## config.mk

```make
export PLATFORM = sky130hd
export DESIGN_NAME = ovfm_monitor
export DESIGN_NICKNAME = d
export VERILOG_FILES = /design/src/pkg/ovfm_pkg.sv /design/src/verilog/ovfm_fault_resp.sv /design/src/verilog/ovfm_limit_reg.sv /design/src/verilog/ovfm_monitor.sv
export SDC_FILE = /design/constraint.sdc
export NUM_CORES = 1
export LEC_CHECK = 0
export BUFFER_PORTS_ARGS = -buffer_cell sky130_fd_sc_hd__buf_2
export CAP_MARGIN = 25
export CELL_PAD_IN_SITES_DETAIL_PLACEMENT = 0
export CELL_PAD_IN_SITES_GLOBAL_PLACEMENT = 1
export CORE_MARGIN = 4
export CORE_UTILIZATION = 48
export CTS_CLUSTER_DIAMETER = 50
export CTS_CLUSTER_SIZE = 30
export DETAILED_ROUTE_END_ITERATION = 12
export HOLD_SLACK_MARGIN = 0.1
export PLACE_DENSITY = 0.79
export SKIP_LAST_GASP = 1
export SLEW_MARGIN = 40
export SYNTH_ARGS = -nofsm -noshare
export SYNTH_HDL_FRONTEND = slang
export SYNTH_SLANG_ARGS = --single-unit
```

## constraint.sdc

```tcl
create_clock -name ref_clk_i -period 2.9 [get_ports ref_clk_i]
set_input_delay 0.87 -clock ref_clk_i [delete_from_list [all_inputs] [get_ports ref_clk_i]]
set_output_delay 0.87 -clock ref_clk_i [all_outputs]
set_load 0.01 [all_outputs]
```

## src/pkg/ovfm_pkg.sv

```systemverilog
// Purpose: Shared constants and carriers for the output voltage monitor
// Assumes: 40 MHz core clock, command codes as issued by the bus host
// Notes:   Threshold values are raw output-voltage codes, 1.953 mV a step
`default_nettype none
package ovfm_pkg;

    // Command codes of the monitor's registers
    localparam logic [7:0] CODE_OV_FAULT_LIM = 8'h40;
    localparam logic [7:0] CODE_OV_ACTION    = 8'h41;
    localparam logic [7:0] CODE_OV_WARN_LIM  = 8'h42;
    localparam logic [7:0] CODE_UV_WARN_LIM  = 8'h43;
    localparam logic [7:0] CODE_UV_FAULT_LIM = 8'h44;
    localparam logic [7:0] CODE_UV_ACTION    = 8'h45;

    // Defaults loaded at reset in place of the stored configuration
    localparam logic [15:0] RST_OV_FAULT_LIM = 16'h0161;
    localparam logic [7:0]  RST_OV_ACTION    = 8'hF8;
    localparam logic [15:0] RST_OV_WARN_LIM  = 16'h0151;
    localparam logic [15:0] RST_UV_WARN_LIM  = 16'h0114;
    localparam logic [15:0] RST_UV_FAULT_LIM = 16'h00F5;
    localparam logic [7:0]  RST_UV_ACTION    = 8'hB9;

    // Permitted ranges in codes: 0.3 V is 154 steps, 14 V is 7168 steps
    localparam logic [15:0] LIM_MIN_OV = 16'h009A;
    localparam logic [15:0] LIM_MIN_UV = 16'h0000;
    localparam logic [15:0] LIM_MAX    = 16'h1C00;

    // Action byte layout
    localparam int ACT_SEL_HI = 7;
    localparam int ACT_SEL_LO = 6;
    localparam int ACT_RTY_HI = 5;
    localparam int ACT_RTY_LO = 3;
    localparam int ACT_DLY_HI = 2;
    localparam int ACT_DLY_LO = 0;

    // Response selector encodings
    localparam logic [1:0] SEL_CONTINUE = 2'h0;
    localparam logic [1:0] SEL_UNUSED   = 2'h1;
    localparam logic [1:0] SEL_RESTART  = 2'h2;
    localparam logic [1:0] SEL_HOLD     = 2'h3;
    localparam logic [2:0] RTY_FOREVER  = 3'h7;

    // Restart delay unit, as time and as cycles of the core clock
    localparam int CLK_FREQ_HZ       = 40_000_000;
    localparam int RESTART_UNIT_MS   = 20;
    localparam int RESTART_UNIT_CYC  = (CLK_FREQ_HZ / 1000) * RESTART_UNIT_MS;

    // Command request from the bus front end
    typedef struct packed {
        logic        wr;
        logic        rd;
        logic [7:0]  code;
        logic [15:0] wdata;
    } ovfm_cmd_s;

    // Answer to a command, one cycle after the request
    typedef struct packed {
        logic        ack;
        logic        err;
        logic [15:0] rdata;
    } ovfm_rsp_s;

    // Status levels shown to the host side
    typedef struct packed {
        logic ov_fault;
        logic uv_fault;
        logic ov_warn;
        logic uv_warn;
        logic ov_latched;
        logic uv_latched;
    } ovfm_stat_s;

endpackage
`default_nettype wire

```

## src/verilog/ovfm_fault_resp.sv

```systemverilog
// Purpose: Reaction of the regulator output to one kind of fault
// Assumes: run_i low means commanded off, bias lost or other shutdown
// Notes:   Restart delay is the delay field times one unit, at least one
`default_nettype none
module ovfm_fault_resp
    import ovfm_pkg::*;
#(
    parameter int UNIT_CYCLES = RESTART_UNIT_CYC
) (
    // Clock and reset
    input  wire logic       ref_clk_i,
    input  wire logic       rst_n_i,
    // Conditions
    input  wire logic       run_i,
    input  wire logic       fault_i,
    input  wire logic [7:0] action_i,
    // Results
    output logic            allow_o,
    output logic            latched_o
);

    localparam int CNT_W = $clog2(UNIT_CYCLES * 8 + 1);

    typedef enum logic [1:0] {ST_RUN, ST_HOLD, ST_WAIT, ST_LATCH} ovfm_st_e;

    ovfm_st_e         state_r;
    logic [2:0]       tries_r;
    logic [CNT_W-1:0] cnt_r;
    logic [1:0]       sel;
    logic [2:0]       rty;
    logic [2:0]       dly;
    logic             may_retry;
    logic [CNT_W-1:0] wait_len;

    // Field split of the action byte
    assign sel = action_i[ACT_SEL_HI:ACT_SEL_LO];
    assign rty = action_i[ACT_RTY_HI:ACT_RTY_LO];
    assign dly = action_i[ACT_DLY_HI:ACT_DLY_LO];
    assign may_retry = (rty == RTY_FOREVER) || (tries_r < rty);
    // Zero delay still waits one unit so a hiccup never spins
    assign wait_len = CNT_W'(UNIT_CYCLES * ((dly == 3'h0) ? 1 : int'(dly)));

    // Response sequence
    always_ff @(posedge ref_clk_i or negedge rst_n_i) begin
        if (!rst_n_i) begin
            state_r <= ST_RUN;
            tries_r <= 3'h0;
            cnt_r   <= '0;
        end else if (!run_i) begin
            // Commanded off ends retries and clears any latch
            state_r <= ST_RUN;
            tries_r <= 3'h0;
            cnt_r   <= '0;
        end else begin
            case (state_r)
                ST_RUN: begin
                    if (fault_i) begin
                        case (sel)
                            SEL_HOLD: state_r <= ST_HOLD;
                            SEL_RESTART: begin
                                if (may_retry) begin
                                    state_r <= ST_WAIT;
                                    cnt_r   <= wait_len;
                                end else begin
                                    state_r <= ST_LATCH;
                                end
                            end
                            default: state_r <= ST_RUN;
                        endcase
                    end
                end
                ST_HOLD: begin
                    if (!fault_i || sel != SEL_HOLD) begin
                        state_r <= ST_RUN;
                    end
                end
                ST_WAIT: begin
                    if (cnt_r <= CNT_W'(1)) begin
                        state_r <= ST_RUN;
                        if (rty != RTY_FOREVER) begin
                            tries_r <= tries_r + 3'h1;
                        end
                    end else begin
                        cnt_r <= cnt_r - CNT_W'(1);
                    end
                end
                ST_LATCH: state_r <= ST_LATCH;
                default:  state_r <= ST_RUN;
            endcase
        end
    end

    assign allow_o   = (state_r == ST_RUN);
    assign latched_o = (state_r == ST_LATCH);

endmodule
`default_nettype wire

```

## src/verilog/ovfm_limit_reg.sv

```systemverilog
// Purpose: One 16-bit voltage threshold with range check and comparator
// Assumes: Writes arrive as single-cycle strobes
// Notes:   An out-of-range write leaves the stored value untouched
`default_nettype none
module ovfm_limit_reg
    import ovfm_pkg::*;
#(
    parameter logic [15:0] RST_VAL = 16'h0000,
    parameter logic [15:0] MIN_VAL = 16'h0000,
    parameter logic [15:0] MAX_VAL = 16'h1C00,
    parameter bit          ABOVE   = 1'b1
) (
    // Clock and reset
    input  wire logic        ref_clk_i,
    input  wire logic        rst_n_i,
    // Write port
    input  wire logic        wr_i,
    input  wire logic [15:0] wdata_i,
    // Sensed voltage
    input  wire logic [15:0] vout_i,
    // Results
    output logic      [15:0] value_o,
    output logic             bad_o,
    output logic             cross_o
);

    // Every integer code is on the step grid, so only the range can fail
    assign bad_o = (wdata_i < MIN_VAL) || (wdata_i > MAX_VAL);

    // Stored threshold, default loaded at reset
    always_ff @(posedge ref_clk_i or negedge rst_n_i) begin
        if (!rst_n_i) begin
            value_o <= RST_VAL;
        end else if (wr_i && !bad_o) begin
            value_o <= wdata_i;
        end
    end

    // Strictly above or strictly below the threshold
    assign cross_o = ABOVE ? (vout_i > value_o) : (vout_i < value_o);

endmodule
`default_nettype wire

```

## src/verilog/ovfm_monitor.sv

```systemverilog
// Purpose: Output voltage fault and warning supervision with its registers
// Assumes: Commands arrive decoded by the bus front end as code plus data
// Notes:   Answers come one cycle after each request, from flip-flops
`default_nettype none
module ovfm_monitor
    import ovfm_pkg::*;
#(
    parameter int UNIT_CYCLES = RESTART_UNIT_CYC
) (
    // Clock and reset
    input  wire logic        ref_clk_i,
    input  wire logic        rst_n_i,
    // Command port
    input  wire ovfm_cmd_s   cmd_i,
    output ovfm_rsp_s        rsp_o,
    // Sensed output voltage
    input  wire logic [15:0] vout_sample_i,
    input  wire logic        vout_valid_i,
    // Run conditions from the controller core
    input  wire logic        ctrl_on_i,
    input  wire logic        bias_ok_i,
    input  wire logic        ext_fault_i,
    // Regulator control and status
    output logic             out_enable_o,
    output ovfm_stat_s       status_o
);

    logic [15:0] vout_r;
    logic [7:0]  ov_action_r;
    logic [7:0]  uv_action_r;
    logic [15:0] ov_fault_lim;
    logic [15:0] ov_warn_lim;
    logic [15:0] uv_warn_lim;
    logic [15:0] uv_fault_lim;
    logic        ov_fault_bad;
    logic        ov_warn_bad;
    logic        uv_warn_bad;
    logic        uv_fault_bad;
    logic        ov_cross;
    logic        ov_warn_cross;
    logic        uv_warn_cross;
    logic        uv_cross;
    logic        wr_ov_fault;
    logic        wr_ov_warn;
    logic        wr_uv_warn;
    logic        wr_uv_fault;
    logic        wr_ov_action;
    logic        wr_uv_action;
    logic        ov_action_bad;
    logic        uv_action_bad;
    logic        wr_known;
    logic        wr_bad;
    logic        run;
    logic        ov_allow;
    logic        uv_allow;
    logic        ov_latched;
    logic        uv_latched;
    logic [15:0] rd_mux;
    logic        rd_known;

    // Hold the latest valid sample so the comparators see a stable value
    always_ff @(posedge ref_clk_i or negedge rst_n_i) begin
        if (!rst_n_i) begin
            vout_r <= 16'h0000;
        end else if (vout_valid_i) begin
            vout_r <= vout_sample_i;
        end
    end

    // Write decode by command code
    assign wr_ov_fault  = cmd_i.wr && (cmd_i.code == CODE_OV_FAULT_LIM);
    assign wr_ov_warn   = cmd_i.wr && (cmd_i.code == CODE_OV_WARN_LIM);
    assign wr_uv_warn   = cmd_i.wr && (cmd_i.code == CODE_UV_WARN_LIM);
    assign wr_uv_fault  = cmd_i.wr && (cmd_i.code == CODE_UV_FAULT_LIM);
    assign wr_ov_action = cmd_i.wr && (cmd_i.code == CODE_OV_ACTION);
    assign wr_uv_action = cmd_i.wr && (cmd_i.code == CODE_UV_ACTION);

    // Overvoltage fault threshold
    ovfm_limit_reg #(
        .RST_VAL (RST_OV_FAULT_LIM),
        .MIN_VAL (LIM_MIN_OV),
        .MAX_VAL (LIM_MAX),
        .ABOVE   (1'b1)
    ) u_ov_fault_lim (
        .ref_clk_i (ref_clk_i),
        .rst_n_i   (rst_n_i),
        .wr_i      (wr_ov_fault),
        .wdata_i   (cmd_i.wdata),
        .vout_i    (vout_r),
        .value_o   (ov_fault_lim),
        .bad_o     (ov_fault_bad),
        .cross_o   (ov_cross)
    );

    // Overvoltage warning threshold
    ovfm_limit_reg #(
        .RST_VAL (RST_OV_WARN_LIM),
        .MIN_VAL (LIM_MIN_OV),
        .MAX_VAL (LIM_MAX),
        .ABOVE   (1'b1)
    ) u_ov_warn_lim (
        .ref_clk_i (ref_clk_i),
        .rst_n_i   (rst_n_i),
        .wr_i      (wr_ov_warn),
        .wdata_i   (cmd_i.wdata),
        .vout_i    (vout_r),
        .value_o   (ov_warn_lim),
        .bad_o     (ov_warn_bad),
        .cross_o   (ov_warn_cross)
    );

    // Undervoltage warning threshold
    ovfm_limit_reg #(
        .RST_VAL (RST_UV_WARN_LIM),
        .MIN_VAL (LIM_MIN_UV),
        .MAX_VAL (LIM_MAX),
        .ABOVE   (1'b0)
    ) u_uv_warn_lim (
        .ref_clk_i (ref_clk_i),
        .rst_n_i   (rst_n_i),
        .wr_i      (wr_uv_warn),
        .wdata_i   (cmd_i.wdata),
        .vout_i    (vout_r),
        .value_o   (uv_warn_lim),
        .bad_o     (uv_warn_bad),
        .cross_o   (uv_warn_cross)
    );

    // Undervoltage fault threshold
    ovfm_limit_reg #(
        .RST_VAL (RST_UV_FAULT_LIM),
        .MIN_VAL (LIM_MIN_UV),
        .MAX_VAL (LIM_MAX),
        .ABOVE   (1'b0)
    ) u_uv_fault_lim (
        .ref_clk_i (ref_clk_i),
        .rst_n_i   (rst_n_i),
        .wr_i      (wr_uv_fault),
        .wdata_i   (cmd_i.wdata),
        .vout_i    (vout_r),
        .value_o   (uv_fault_lim),
        .bad_o     (uv_fault_bad),
        .cross_o   (uv_cross)
    );

    // Action bytes: upper data bits must be zero, selector 01 unsupported
    assign ov_action_bad = (cmd_i.wdata[15:8] != 8'h00) ||
        (cmd_i.wdata[ACT_SEL_HI:ACT_SEL_LO] == SEL_UNUSED);
    assign uv_action_bad = ov_action_bad;

    // Overvoltage action register
    always_ff @(posedge ref_clk_i or negedge rst_n_i) begin
        if (!rst_n_i) begin
            ov_action_r <= RST_OV_ACTION;
        end else if (wr_ov_action && !ov_action_bad) begin
            ov_action_r <= cmd_i.wdata[7:0];
        end
    end

    // Undervoltage action register
    always_ff @(posedge ref_clk_i or negedge rst_n_i) begin
        if (!rst_n_i) begin
            uv_action_r <= RST_UV_ACTION;
        end else if (wr_uv_action && !uv_action_bad) begin
            uv_action_r <= cmd_i.wdata[7:0];
        end
    end

    // Write error: unknown code or rejected value
    assign wr_known = wr_ov_fault || wr_ov_warn || wr_uv_warn ||
                      wr_uv_fault || wr_ov_action || wr_uv_action;
    assign wr_bad = (wr_ov_fault && ov_fault_bad) ||
                    (wr_ov_warn && ov_warn_bad) ||
                    (wr_uv_warn && uv_warn_bad) ||
                    (wr_uv_fault && uv_fault_bad) ||
                    (wr_ov_action && ov_action_bad) ||
                    (wr_uv_action && uv_action_bad);

    // Read multiplexer; action bytes sit in the low byte
    always_comb begin
        rd_mux   = 16'h0000;
        rd_known = 1'b1;
        case (cmd_i.code)
            CODE_OV_FAULT_LIM: rd_mux = ov_fault_lim;
            CODE_OV_ACTION:    rd_mux = {8'h00, ov_action_r};
            CODE_OV_WARN_LIM:  rd_mux = ov_warn_lim;
            CODE_UV_WARN_LIM:  rd_mux = uv_warn_lim;
            CODE_UV_FAULT_LIM: rd_mux = uv_fault_lim;
            CODE_UV_ACTION:    rd_mux = {8'h00, uv_action_r};
            default:           rd_known = 1'b0;
        endcase
    end

    // Registered answer, one cycle after the request
    always_ff @(posedge ref_clk_i or negedge rst_n_i) begin
        if (!rst_n_i) begin
            rsp_o <= '0;
        end else begin
            rsp_o.ack   <= cmd_i.wr || cmd_i.rd;
            rsp_o.err   <= (cmd_i.wr && (!wr_known || wr_bad)) ||
                           (cmd_i.rd && !cmd_i.wr && !rd_known);
            rsp_o.rdata <= (cmd_i.rd && !cmd_i.wr) ? rd_mux : 16'h0000;
        end
    end

    // Regulation is wanted only while commanded on with bias present and no external fault
    assign run = ctrl_on_i && bias_ok_i && !ext_fault_i;

    // Overvoltage reaction
    ovfm_fault_resp #(
        .UNIT_CYCLES (UNIT_CYCLES)
    ) u_ov_resp (
        .ref_clk_i (ref_clk_i),
        .rst_n_i   (rst_n_i),
        .run_i     (run),
        .fault_i   (ov_cross),
        .action_i  (ov_action_r),
        .allow_o   (ov_allow),
        .latched_o (ov_latched)
    );

    // Undervoltage reaction
    ovfm_fault_resp #(
        .UNIT_CYCLES (UNIT_CYCLES)
    ) u_uv_resp (
        .ref_clk_i (ref_clk_i),
        .rst_n_i   (rst_n_i),
        .run_i     (run),
        .fault_i   (uv_cross),
        .action_i  (uv_action_r),
        .allow_o   (uv_allow),
        .latched_o (uv_latched)
    );

    // Output enable; warnings deliberately take no part here
    always_ff @(posedge ref_clk_i or negedge rst_n_i) begin
        if (!rst_n_i) begin
            out_enable_o <= 1'b0;
        end else begin
            out_enable_o <= run && ov_allow && uv_allow;
        end
    end

    // Status levels follow the comparators and the latch states one cycle later
    always_ff @(posedge ref_clk_i or negedge rst_n_i) begin
        if (!rst_n_i) begin
            status_o <= '0;
        end else begin
            status_o.ov_fault   <= ov_cross;
            status_o.uv_fault   <= uv_cross;
            status_o.ov_warn    <= ov_warn_cross;
            status_o.uv_warn    <= uv_warn_cross;
            status_o.ov_latched <= ov_latched;
            status_o.uv_latched <= uv_latched;
        end
    end

endmodule
`default_nettype wire
```

==> results by group <==
Power and ir drop
  – LEAKAGE: 5.55 nW
  – P per Cell Area: 440 mW/mm²
  – Tot Pwr: 5.30 mW
  – Worst vdd ir: 0.000418 V

STA
  – Max-slew violations: 0
  – Clock skew: 0.0105 ns
  – Actual slew at the worst max-slew pin: 0.755 ns
  – Setup violations, final: 0
  – Setup tns final: 0 ns
  – Slew margin rel.: 49.6%
  – Fin crit share: 93.0%
  – Worst setup margin: 0.202 ns
  – RSZ-0062 raised after global routing: no
  – Final Hold Fails: 0
  – Max Clk Rate: 371 MHz
  – Final Critical Period: 2.70 ns

Placement
  – Post-DP Area: 0.0114 mm²
  – Detailed placement HPWL: 19.9 mm
  – DP Cell Count: 1429
  – Port Buffers: 72
  – Routability cong.: 0.884
  – Place WS: 0.0836 ns

GRT
  – Total congestion overflow: 0
  – GR Util All Layers: 22.5%
  – Initial antenna violation count: 0
  – First-pass GRT wire length: 43.7 mm
  – Vias in the first global route: 8267
  – Largest net degree at the start of global routing: 55

Drt
  – WL met2: 12.8 mm
  – Met1 Wirelength: 12.2 mm
  – Vias per cell: 5.71
  – DRC viols: 0
  – Met3 wire length: 996 µm
  – DRT iter0 DRCs: 481
  – Post-Route WL: 26.4 mm
  – DR WL/cell: 18.0 µm
  – DRT antenna net count: 0
  – Total number of vias: 8352
  – DR top layer: met4
  – Initial DRT Pass Iterations: 5

Clocking
  – Clock slew seen by the registers of the worst setup and hold paths: 0.07 ns
  – CTS sink count: 177
  – CTS tree: built
  – Htree depth: 4
  – Total CTS buffers: 17
  – CTS Hold Buffers Added: 0
  – Worst-Skew Late Latency: 0.43 ns
  – Clock Tree Buf Depth: 2
  – CTS Root Cell: clkbuf_16

Worst setup path
  – WS Path Type: reg2reg
  – Slowest cell on crit path: dfstp_2
  – Crit start category: flip-flop
  – Worst Path Max Fanout: 4
  – Critical Path, Cell by Cell: inv_1, ha_1, and3_1, a2111oi_4, a211oi_1, or3_1, or4_1, o21ai_0
  – Required @ worst endpoint: 3.25 ns
  – Worst Path Arrival: 3.05 ns
  – Largest stage delay on the critical path: 0.54 ns
  – Endpoint class of the critical path: flip-flop

Die
  – I/O Pins: 73
  – Initial Utilization: 49.2%
  – Core area: 0.0212 mm²
  – Die width: 155 µm
  – Full die area: 0.0241 mm²
  – Rows: 53
  – Die height: 155 µm

Final layout
  – Finished layout cell area: 0.0120 mm²
  – Flip-flop and latch area: 0.00446 mm²
  – Final Non-Filler Cells: 1463
  – N_diodes: 0
  – Layout cell share with drive strength beyond 1: 25.4%
  – Multi-input gate area: 0.00549 mm²
  – Synth-to-Final Area Change: 15.6%
  – Fillers: 1901
  – Nets@finish: 1307

Synth
  – Register area share after synthesis: 42.9%
  – Ys Warns: 0
  – Library cells used by synthesis: 64
  – Synth Instances: 1067
  – Syn Area/Cell: 9.76 µm²
  – Main synth FF type: dfrtp_1
  – Post-synth EDFFs: 0
  – Flops & latches, synth: 177
  – Syn_nets: 1199
  – Synthesized area: 0.0104 mm²
  – Asr flop ratio synth: 100%

Job
  – Max-capacitance violation count: 0

Min path
  – Min-delay worst type: in2async

Status
  – Run status: finished clean
synthesized netlist by cell type (all sizes together) (3+ instances only):
cell / number / area share (%)
xor2: 9 / 0.76
buf: 15 / 0.84
o31ai: 3 / 0.22
inv: 75 / 2.7
a21oi: 70 / 3.4
o22ai: 5 / 0.30
o21bai: 3 / 0.22
o2bb2ai: 7 / 0.59
a211oi: 7 / 0.62
nand3: 24 / 1.2
nand2b: 12 / 0.72
and2: 11 / 0.66
a22oi: 19 / 1.4
a21o: 14 / 1.0
ha: 84 / 10
xnor2: 9 / 0.76
a31oi: 15 / 0.90
dfstp: 27 / 6.8
mux2i: 5 / 0.48
o211ai: 4 / 0.29
nand4: 12 / 0.72
nor3: 36 / 1.8
nor4b: 3 / 0.25
o21ai: 81 / 3.9
a222oi: 8 / 0.77
nand2: 69 / 2.6
nor2: 89 / 3.3
or3: 12 / 0.77
clkbuf: 30 / 1.1
or2: 6 / 0.36
nor4: 22 / 1.6
or4: 3 / 0.22
and3: 4 / 0.24
nor2b: 11 / 0.66
dfrtp: 150 / 36
o21a: 7 / 0.50
mux2: 88 / 9.5
what timing repair did:
action                                  CTS  global route
buffers inserted                          0             2
endpoints found under the setup margin    0            29
gates resized for setup                   0             1
cell usage in the layout, fill, tap and decap left out, types with 5 or more instances in the layout:
master     instances
o21a_1             7
ha_1              84
xor2_1             9
or2_2              6
nand4_1           12
mux2i_1            5
a211oi_1           6
nand3_1           24
nand2_1           68
nor4_1            19
o2bb2ai_1          7
a22oi_1           19
xnor2_1            9
buf_2             71
a21o_1            14
buf_12             5
dfrtp_1          150
or3_1             11
nand2b_1          12
o21ai_0           67
mux2_2            88
buf_4             57
and2_1            11
a31oi_1           15
nor3_1            33
a21oi_1           70
o22ai_1            5
inv_1             75
nor2_1            87
o21ai_1           14
dfstp_2           27
a222oi_1           8
nor2b_1           11
inv_6              5
clkbuf_16         17
state kept, by name, summed over array words and instances (netlist names), 8 cells and up:
name,count
ov_action_r,8
rsp_o,18
u_ov_fault_lim.value_o,16
u_ov_resp.cnt_r,23
u_ov_warn_lim.value_o,16
u_uv_fault_lim.value_o,16
u_uv_resp.cnt_r,23
u_uv_warn_lim.value_o,16
uv_action_r,8
vout_r,16
final cells by class:
cell class	instances	share of cell area (%)
clock buffers	21	3.91
clock inverters	11	0.780
inverters	75	2.34
multi-input cells	770	45.6
flip-flops and latches	177	37.1
well taps	275	2.86
repair buffers	134	7.43
logic make-up after synthesis:
logic type / share of synthesized area [%]
and+or+nand+nor: 15.6
AOI/OAI and AO/OA: 15.2
DFF: 42.9
buffers and inverters: 4.64
muxes: 10.0
adders and majority gates: 10.1
xor gates and xnor gates: 1.51
power breakdown:
part           total [mW]  switching, mW  internal (mW)
logic               0.526          0.303          0.223
registers            2.54         0.0318           2.51
clock network        2.23           1.05           1.19
critical path, delay by kind of cell (launching register included):
kind                       cells  cell delay (ns)
AOI/OAI and AO/OA              3             0.67
DFF                            1             0.54
buffers and inverters          1             0.04
adders and majority gates      1             0.29
and+or+nand+nor                3             1.09
path summary, 6_finish.rpt:
| check | slack (ns) | cells after the start | endpoint | from |
|---|---|---|---|---|
| setup reg to reg | 0.20 | 8 | u_uv_resp.cnt_r[1] | u_uv_fault_lim.value_o[5] |
| hold / removal | 0.41 | 1 | u_uv_resp.cnt_r[10] | rst_n_i |
| hold reg to reg | 0.50 | 1 | u_uv_resp.cnt_r[21] | u_uv_resp.cnt_r[21] |
| setup / recovery | 0.20 | 8 | u_uv_resp.cnt_r[1] | u_uv_fault_lim.value_o[5] |
| min in group ref_clk_i | 0.50 | 1 | u_uv_resp.cnt_r[21] | u_uv_resp.cnt_r[21] |
| max in group asynchronous | 1.69 | 2 | u_ov_fault_lim.value_o[8] | rst_n_i |
per-stage QoR:
step / util, % / hold WS [ns]
global route: 56.9 / 0.430
floorplan: - / 0.453
CTS: 56.7 / 0.417
global placement: 54.0 / 0.476
finish: 56.9 / 0.407
detailed placement: 54.0 / 0.481
per-layer routing:
layer / global-route usage [%] / vias to the layer above
li1: - / 4052
met1: 30.9 / 4081
met2: 37.0 / 187
met3: 3.92 / 32
met4: 6.00 / 0
met5: 0 / -
Power figures use the tool's default switching activity.
